### src/pkg/intc_pkg.sv
// Overview of operation
// - every source is masked until software writes its enable bit to one
// - global bits 0..6: reset, 128us, 1.024ms, hub, dac, gpio, i2c; 7 free
// - endpoint enables: a0..a2 in bits 0..2, b0..b1 in bits 3..4
// - any reset clears both enable registers
// - each source has its own pending flop, held until serviced or reset
// - a pending flop requests only while its enable bit is set
// - service starts only when the current instruction completes
// - acknowledge clears the cpu global enable, shown at status bit 2
// - acknowledge clears the serviced pending flop and injects vector call
// - injected call pushes program counter, carry and zero flags only
// - return from isr restores pc, carry, zero and sets global enable
// - mask and unmask ops touch only the global enable flag
// - any pending interrupt is reported at status bit 7
// - lower vector number wins; bus reset highest, i2c lowest
// - execution after reset starts at zero; vectors are two bytes apart
// - vectors 0x0002 bus reset up to 0x0018 i2c, in vector order
// - latency is remaining cycles plus ten for call plus five for jump
// - bus reset is both data lines low; detect after 12us, surely by 16us
// - bus reset detection sets status bit 5
// - bus reset clears address regs 0x10, 0x40 and hub regs 0x48..0x4A, 0x4D..0x51
// - bus reset interrupt is raised when the low-low condition ends
// - bus reset during the power-on start-up delay aborts the delay
// - enabled parallel port owns the gpio vector, gated by global bit 5
package intc_pkg;

  //////////////////////////////////////////////////////////////////////////////
  // register indices; byte address is four times the index
  localparam logic [7:0] IDX_GLB_EN   = 8'h20;
  localparam logic [7:0] IDX_EP_EN    = 8'h21;
  localparam logic [7:0] IDX_PENDING  = 8'h22;
  localparam logic [7:0] IDX_STATUS   = 8'h23;
  localparam logic [7:0] IDX_CTRL     = 8'h24;

  // field positions
  localparam int GLB_EN_W      = 7;
  localparam int EP_EN_W       = 5;
  localparam int NUM_SRC       = 12;
  localparam int STS_GIE_BIT   = 2;
  localparam int STS_BRST_BIT  = 5;
  localparam int STS_IRQ_BIT   = 7;
  localparam int CTRL_HPP_BIT  = 0;
  localparam int GLB_GPIO_BIT  = 5;

  // source indices, in priority order
  localparam int SRC_BUS_RST   = 0;
  localparam int SRC_EP_BASE   = 3;
  localparam int SRC_GPIO      = 10;

  // vectors
  localparam logic [15:0] RESET_VECTOR = 16'h0000;
  localparam logic [15:0] VEC_STRIDE   = 16'h0002;

  // timing
  localparam int CLK_PERIOD_NS = 100;
  localparam int SE0_MIN_NS    = 12000;
  localparam int SE0_MAX_NS    = 16000;
  localparam int SE0_DET_CYC   =
    (SE0_MIN_NS + CLK_PERIOD_NS - 1) / CLK_PERIOD_NS;
  localparam int SE0_MAX_CYC   = SE0_MAX_NS / CLK_PERIOD_NS;
  localparam int CALL_CYCLES   = 10;
  localparam int JMP_CYCLES    = 5;

  // registers wiped on bus reset
  localparam int NUM_CLR = 10;
  localparam logic [79:0] CLR_TABLE = {
    8'h51, 8'h50, 8'h4F, 8'h4E, 8'h4D, 8'h4A, 8'h49, 8'h48, 8'h40, 8'h10};

  typedef enum logic [0:0] {
    ST_IDLE = 1'b0,
    ST_CALL = 1'b1
  } seq_state_t;

endpackage : intc_pkg

### src/hdl/usb_mcu_interrupt_controller.sv
// Register access over Avalon-MM was left to the implementer.
`timescale 1ns/1ns
module usb_mcu_interrupt_controller
  import intc_pkg::*;
(
  // clock and reset
  input  wire logic        i_clk,
  input  wire logic        i_sys_rst,
  // avalon-mm slave, word addressed
  input  wire logic [7:0]  i_avs_address,
  input  wire logic        i_avs_read,
  input  wire logic        i_avs_write,
  input  wire logic [31:0] i_avs_writedata,
  input  wire logic [3:0]  i_avs_byteenable,
  output logic      [31:0] o_avs_readdata,
  output logic             o_avs_waitrequest,
  // source events, one-cycle pulses
  input  wire logic        i_tick_128us,
  input  wire logic        i_tick_1024us,
  input  wire logic [4:0]  i_ep_event,
  input  wire logic        i_hub_event,
  input  wire logic        i_dac_event,
  input  wire logic        i_gpio_event,
  input  wire logic        i_hw_parallel_port_event,
  input  wire logic        i_i2c_event,
  // upstream line levels
  input  wire logic        i_up_dp,
  input  wire logic        i_up_dm,
  // cpu sequencer side
  input  wire logic        i_instr_done,
  input  wire logic        i_mask_all_op,
  input  wire logic        i_unmask_all_op,
  input  wire logic        i_return_from_isr_op,
  input  wire logic [15:0] i_pc,
  input  wire logic        i_carry_flag,
  input  wire logic        i_zero_flag,
  input  wire logic [17:0] i_pop_word,
  output logic             o_cpu_hold,
  output logic             o_push_stb,
  output logic      [17:0] o_push_word,
  output logic             o_vector_load,
  output logic      [15:0] o_vector_addr,
  output logic             o_restore_stb,
  output logic      [15:0] o_restore_pc,
  output logic             o_restore_carry_flag,
  output logic             o_restore_zero_flag,
  output logic             o_gie,
  output logic             o_irq_pending,
  // bus reset side effects
  input  wire logic        i_startup_active,
  output logic             o_startup_abort,
  output logic             o_usb_reg_clr_stb,
  output logic      [7:0]  o_usb_reg_clr_addr
);

  //////////////////////////////////////////////////////////////////////////////
  // state

  typedef struct packed {
    logic [GLB_EN_W-1:0] glb_en;
    logic [EP_EN_W-1:0]  ep_en;
    logic                hpp_en;
    logic [NUM_SRC-1:0]  pend;
    logic                gie;
    logic                bus_rst;
    logic [7:0]          se0_cnt;
    logic                se0_det;
    seq_state_t          st;
    logic [3:0]          call_cnt;
    logic [3:0]          vec_idx;
    logic [17:0]         push_word;
    logic [15:0]         vec_addr;
    logic                vec_load;
    logic                restore;
    logic [17:0]         pop_word;
    logic [3:0]          clr_idx;
    logic                clr_act;
    logic                abort;
    logic                bus_ack;
    logic [31:0]         rdata;
  } ctl_state_t;

  ctl_state_t s_r;
  ctl_state_t s_nxt;

  //////////////////////////////////////////////////////////////////////////////
  // helpers

  // lowest index wins, so vector 1 beats vector 12
  function automatic logic [3:0] first_req(input logic [NUM_SRC-1:0] req);
    logic [3:0] idx;
    idx = 4'h0;
    for (int k = NUM_SRC - 1; k >= 0; k--) begin
      if (req[k]) idx = 4'(k);
    end
    return idx;
  endfunction : first_req

  // vector address of a source index
  function automatic logic [15:0] vec_of(input logic [3:0] idx);
    return 16'(({12'h000, idx} + 16'h0001) * VEC_STRIDE);
  endfunction : vec_of

  // bus-reset wipe table entry
  function automatic logic [7:0] clr_addr(input logic [3:0] idx);
    return CLR_TABLE[{idx, 3'b000} +: 8];
  endfunction : clr_addr

  //////////////////////////////////////////////////////////////////////////////
  // combinational terms

  logic [NUM_SRC-1:0] evt;
  logic [NUM_SRC-1:0] en_vec;
  logic [NUM_SRC-1:0] req;
  logic [3:0]         win_idx;
  logic               take;
  logic               se0;
  logic               se0_end;
  logic               bus_req;
  logic               wr_ok;
  logic [7:0]         status_byte;

  assign se0     = ~i_up_dp & ~i_up_dm;
  // the interrupt fires on the trailing edge of the reset
  assign se0_end = s_r.se0_det & ~se0;

  // gpio vector is owned by the parallel port when it is on
  always_comb begin
    evt = '0;
    evt[SRC_BUS_RST] = se0_end;
    evt[1] = i_tick_128us;
    evt[2] = i_tick_1024us;
    evt[SRC_EP_BASE +: EP_EN_W] = i_ep_event;
    evt[8] = i_hub_event;
    evt[9] = i_dac_event;
    evt[SRC_GPIO] = s_r.hpp_en ? i_hw_parallel_port_event
                               : i_gpio_event;
    evt[11] = i_i2c_event;
  end

  // enables laid out in vector order
  assign en_vec = {s_r.glb_en[6:3], s_r.ep_en, s_r.glb_en[2:0]};
  assign req    = s_r.pend & en_vec;
  assign win_idx = first_req(req);
  // only at an instruction boundary, never mid-call
  assign take = (s_r.st == ST_IDLE) & i_instr_done & s_r.gie
              & (|req);

  assign bus_req = i_avs_read | i_avs_write;
  assign wr_ok   = i_avs_write & s_r.bus_ack & i_avs_byteenable[0];

  assign status_byte = {|s_r.pend, 1'b0, s_r.bus_rst, 2'b00,
                        s_r.gie, 2'b00};

  //////////////////////////////////////////////////////////////////////////////
  // next state

  always_comb begin
    s_nxt = s_r;
    s_nxt.vec_load = 1'b0;
    s_nxt.restore  = 1'b0;
    s_nxt.abort    = 1'b0;

    // bus handshake: one wait state, then answer
    s_nxt.bus_ack = bus_req & ~s_r.bus_ack;
    if (bus_req & ~s_r.bus_ack) begin
      case (i_avs_address)
        IDX_GLB_EN:  s_nxt.rdata = {25'h0, s_r.glb_en};
        IDX_EP_EN:   s_nxt.rdata = {27'h0, s_r.ep_en};
        IDX_PENDING: s_nxt.rdata = {20'h0, s_r.pend};
        IDX_STATUS:  s_nxt.rdata = {24'h0, status_byte};
        IDX_CTRL:    s_nxt.rdata = {31'h0, s_r.hpp_en};
        default:     s_nxt.rdata = 32'h0000_0000;
      endcase
    end

    // software writes; the status gie bit ignores writes
    if (wr_ok) begin
      case (i_avs_address)
        IDX_GLB_EN: s_nxt.glb_en = i_avs_writedata[GLB_EN_W-1:0];
        IDX_EP_EN:  s_nxt.ep_en  = i_avs_writedata[EP_EN_W-1:0];
        IDX_STATUS: s_nxt.bus_rst = i_avs_writedata[STS_BRST_BIT];
        IDX_CTRL:   s_nxt.hpp_en  = i_avs_writedata[CTRL_HPP_BIT];
        default: ;
      endcase
    end

    // mask and unmask change the global flag only; return also latches the pop word
    if (i_mask_all_op) s_nxt.gie = 1'b0;
    if (i_unmask_all_op) s_nxt.gie = 1'b1;
    if (i_return_from_isr_op) begin
      s_nxt.gie      = 1'b1;
      s_nxt.restore  = 1'b1;
      s_nxt.pop_word = i_pop_word;
    end

    // upstream se0 timing, saturating counter
    if (se0) begin
      if (s_r.se0_cnt != 8'(SE0_DET_CYC)) begin
        s_nxt.se0_cnt = s_r.se0_cnt + 8'h01;
      end
    end else begin
      s_nxt.se0_cnt = 8'h00;
      s_nxt.se0_det = 1'b0;
    end
    if (se0 & ~s_r.se0_det & (s_r.se0_cnt == 8'(SE0_DET_CYC - 1))) begin
      s_nxt.se0_det = 1'b1;
      s_nxt.bus_rst = 1'b1;
      s_nxt.clr_act = 1'b1;
      s_nxt.clr_idx = 4'h0;
      s_nxt.abort   = i_startup_active;
    end

    // walk the wipe table one register per cycle
    if (s_r.clr_act) begin
      if (s_r.clr_idx == 4'(NUM_CLR - 1)) begin
        s_nxt.clr_act = 1'b0;
      end else begin
        s_nxt.clr_idx = s_r.clr_idx + 4'h1;
      end
    end

    // acknowledge and call sequencing
    case (s_r.st)
      ST_IDLE: begin
        if (take) begin
          s_nxt.gie       = 1'b0;
          s_nxt.pend[win_idx] = 1'b0;
          s_nxt.vec_idx   = win_idx;
          s_nxt.push_word = {i_zero_flag, i_carry_flag, i_pc};
          s_nxt.call_cnt  = 4'(CALL_CYCLES - 1);
          s_nxt.st        = ST_CALL;
        end
      end
      ST_CALL: begin
        // vector lands in the last held cycle, so the call spans ten
        if (s_r.call_cnt == 4'h1) begin
          s_nxt.vec_load = 1'b1;
          s_nxt.vec_addr = vec_of(s_r.vec_idx);
        end
        if (s_r.call_cnt == 4'h0) begin
          s_nxt.st       = ST_IDLE;
        end else begin
          s_nxt.call_cnt = s_r.call_cnt - 4'h1;
        end
      end
      default: s_nxt.st = ST_IDLE;
    endcase

    // new events set pending last, so they beat the acknowledge clear
    s_nxt.pend = s_nxt.pend | evt;
    // a write of zero loses to a bus reset detected together
    if (s_r.se0_cnt == 8'(SE0_DET_CYC - 1) & se0 & ~s_r.se0_det) begin
      s_nxt.bus_rst = 1'b1;
    end
  end

  //////////////////////////////////////////////////////////////////////////////
  // registers; reset leaves every interrupt disabled

  always_ff @(posedge i_clk or posedge i_sys_rst) begin
    if (i_sys_rst) begin
      s_r          <= '0;
      s_r.vec_addr <= RESET_VECTOR;
      s_r.st       <= ST_IDLE;
    end else begin
      s_r <= s_nxt;
    end
  end

  //////////////////////////////////////////////////////////////////////////////
  // outputs

  assign o_avs_waitrequest    = bus_req & ~s_r.bus_ack;
  assign o_avs_readdata       = s_r.rdata;
  // cpu stalls for the whole injected call
  assign o_cpu_hold           = (s_r.st == ST_CALL);
  assign o_push_stb           = (s_r.st == ST_CALL)
                              & (s_r.call_cnt == 4'(CALL_CYCLES - 1));
  assign o_push_word          = s_r.push_word;
  assign o_vector_load        = s_r.vec_load;
  assign o_vector_addr        = s_r.vec_addr;
  assign o_restore_stb        = s_r.restore;
  assign o_restore_pc         = s_r.pop_word[15:0];
  assign o_restore_carry_flag = s_r.pop_word[16];
  assign o_restore_zero_flag  = s_r.pop_word[17];
  assign o_gie                = s_r.gie;
  assign o_irq_pending        = status_byte[STS_IRQ_BIT];
  assign o_startup_abort      = s_r.abort;
  assign o_usb_reg_clr_stb    = s_r.clr_act;
  assign o_usb_reg_clr_addr   = s_r.clr_act ? clr_addr(s_r.clr_idx) : 8'h00;
endmodule : usb_mcu_interrupt_controller

### config.mk
export PLATFORM = sky130hd
export DESIGN_NAME = usb_mcu_interrupt_controller
export DESIGN_NICKNAME = d
export VERILOG_FILES = /design/src/pkg/intc_pkg.sv /design/src/hdl/usb_mcu_interrupt_controller.sv
export SDC_FILE = /design/constraint.sdc
export NUM_CORES = 1
export LEC_CHECK = 0
export ABC_AREA = 1
export BUFFER_PORTS_ARGS = -buffer_cell sky130_fd_sc_hd__buf_2
export CAP_MARGIN = 20
export CORE_UTILIZATION = 38
export DETAILED_ROUTE_END_ITERATION = 10
export GPL_TIMING_DRIVEN = 0
export PLACE_DENSITY_LB_ADDON = 0.05
export SLEW_MARGIN = 0
export SYNTH_ARGS = -nofsm -noshare
export SYNTH_HDL_FRONTEND = slang
export SYNTH_SLANG_ARGS = --single-unit
### constraint.sdc
create_clock -name i_clk -period 9.1 [get_ports i_clk]
set_clock_uncertainty 0.2 [all_clocks]
set_input_delay 2.73 -clock i_clk [delete_from_list [all_inputs] [get_ports i_clk]]
set_output_delay 2.73 -clock i_clk [all_outputs]
set_load 0.05 [all_outputs]
==> reports/results.tsv <==
metric	value	unit
hold bufs inserted after CTS	0	
Avg WL per Cell	11.8	um
nets	965	
RSZ-0062 raised after global routing	no	
CTS Buffer Depth	2	
Netlist cell types	46	
Overall Global Routing Usage	16.4	%
leakage power	4.00	nW
core footprint	0.0145	mm^2
routability cong.	0.830	
main flop type after synthesis	dfrtp_1	
Arr. time, crit path	3980	ps
Final Hold Fails	0	
fmax	0.145	GHz
largest cells by area after synthesis	dfrtp_1, nand2_1, buf_4	
status	finished clean	
Reg area	0.00268	mm^2
Starting Density	38.7	%
synth cell count leaders	nand2_1, dfrtp_1, buf_4	
die extent in x	123	um
crit path max fanout	11	
Filler cells	1464	
Slew headroom	58.8	%
Initial DRC Count	189	
# DRC	0	
pin slew with the least headroom to its limit	617	ps
Vert. Die Dim	123	um
crit path kind	in -> out	
Routed Antenna Nets	0	
placed insts	1025	
cts repair resizes	0	
Post-CTS Setup Bufs	0	
Pre-Repair DR Iteration Count	4	
Worst Setup Start Kind	input pin	
# port buffers	142	
register area share after synthesis	47.8	%
Final Cycle Share	75.9	%
Vias/cell	4.37	
Final setup viols	0	
Fin Setup TNS	0	ps
DIE AREA	0.0152	mm^2
Max VDD drop	0.0882	mV
Hold Path Class	reg -> reg	
share of cells above drive strength 1	32.4	%
vias	4545	
Site Rows	44	
Synth area leader	dfrtp_1	
Seq cells post-synth	107	
final std cells w/o fill	1040	
Area growth syn-to-layout	24.7	%
vias in the first global route	4175	
overall power	1.48	mW
TritonCTS clock tree	yes	
CP Capture Type	primary output	
Final HPWL DP	9.40	mm
GRT overflow	0	
post-place setup slack	2170	ps
Synth Area per Inst	8.41	um^2
Post-synth EDFFs	0	
Root Buffer	clkbuf_16	
post-route minimum period	6910	ps
Req. time, crit path	6170	ps
Slew Viols, Final	0	
yosys warns	0	
fin util	48.2	%
H-tree depth	3	
PD cells	212	mW/mm^2
cell count after synthesis	666	
Clock transition at path regs	70	ps
DRT Wirelength	12.3	mm
Mapped Area	0.00560	mm^2
clk_lat worst skew	350	ps
Num Clock Sinks	107	
Top Ports	204	
Synth top area share	47.8	%
Synth async-reset ratio	100	%
pin count of the biggest net entering global routing	62	
Antenna Cells	0	
fin worst setup slack	2190	ps
initial antenna violation count	0	
count leader, synth	nand2_1	
area of the multi-input gates	0.00212	mm^2
first-pass GRT wire length	19.4	mm
CTS Buf Count	9	
max_cap viols	0	
-- cell type report --
class | instances | share of cell area (%)
clock inverters | 5 | 0.770
clock buffers | 10 | 3.42
well taps | 184 | 3.30
inverters | 64 | 3.49
repair buffers | 143 | 10.6
flip-flops and latches | 107 | 38.3
multi-input cells | 433 | 30.3
plain buffers | 94 | 9.83
-- state kept, by name (all words and copies together), names as in the netlist --
| register | count |
|---|---|
| o_gie | 1 |
| o_push_word | 18 |
| o_restore_carry_flag | 1 |
| s_r | 36 |
| o_vector_load | 1 |
| o_startup_abort | 1 |
| o_vector_addr | 5 |
| o_restore_zero_flag | 1 |
| o_avs_readdata | 12 |
| o_restore_pc | 16 |
| o_cpu_hold | 1 |
| en_vec | 12 |
| o_restore_stb | 1 |
| o_usb_reg_clr_stb | 1 |
-- power breakdown --
group	switching, mW	internal, mW
sequential	0.0416	0.543
combinational	0.345	0.163
clock	0.173	0.218
-- worst paths after layout --
check / start / end / depth (start not counted) / slack, ps
hold reg to reg: o_restore_pc[3] / o_restore_pc[3] / 2 / 270
min in group asynchronous: i_sys_rst / o_restore_pc[13] / 2 / 2260
setup reg to reg: s_r[113] / s_r[100] / 9 / 7290
max in group asynchronous: i_sys_rst / s_r[38] / 3 / 5730
hold / removal: o_restore_pc[3] / o_restore_pc[3] / 2 / 270
setup / recovery: i_avs_write / o_avs_waitrequest / 4 / 2190
-- layout by cell type, fill, tap and decap left out, types with 7 or more instances in the layout --
cell type / instances
nand2_1: 231
buf_2: 145
dfrtp_1: 107
buf_4: 84
inv_1: 56
conb_1: 33
o21ai_0: 29
nand3_1: 26
nor2_1: 20
ha_1: 10
clkbuf_16: 9
nor3_1: 8
nand4_1: 8
nor4_1: 7
a21oi_1: 7
-- cell families (layout without fill, tap and decap cells) --
| kind of cell | count (synthesis) | after routing | synth area share (%) |
|---|---|---|---|
| xor+xnor | 5 | 5 | 0.782 |
| other cells | 1 | 33 | 0.0669 |
| buf+inv | 158 | 316 | 16.6 |
| mux | 3 | 3 | 0.625 |
| simple gates | 321 | 321 | 25.2 |
| flops | 107 | 107 | 47.8 |
| compound gates | 61 | 61 | 6.68 |
| fa+ha+maj | 10 | 10 | 2.23 |
-- worst max-delay path, stage by stage --
cell and delay, ps:
buf_2 100, o21ai_1 380, clkinv_1 430, buf_2 340
-- per-stage QoR --
stage | hold slack (ps) | instance area, um^2
global placement | 248 | 6660
CTS | 277 | 6990
finish | 271 | 6990
detailed placement | 262 | 6690
floorplan | 231 | 5720
global route | 286 | 6990
-- metal layers --
metal | GRT usage (%) | vias to the layer above | wire length [um]
met2 | 26.4 | 110 | 5550
met4 | 7.08 | 0 | 223
met3 | 2.63 | 14 | 589
li1 | - | 2364 | -
met5 | 0 | - | 0
met1 | 21.8 | 2057 | 5950
No activity file was read; power rests on OpenSTA's default activity.
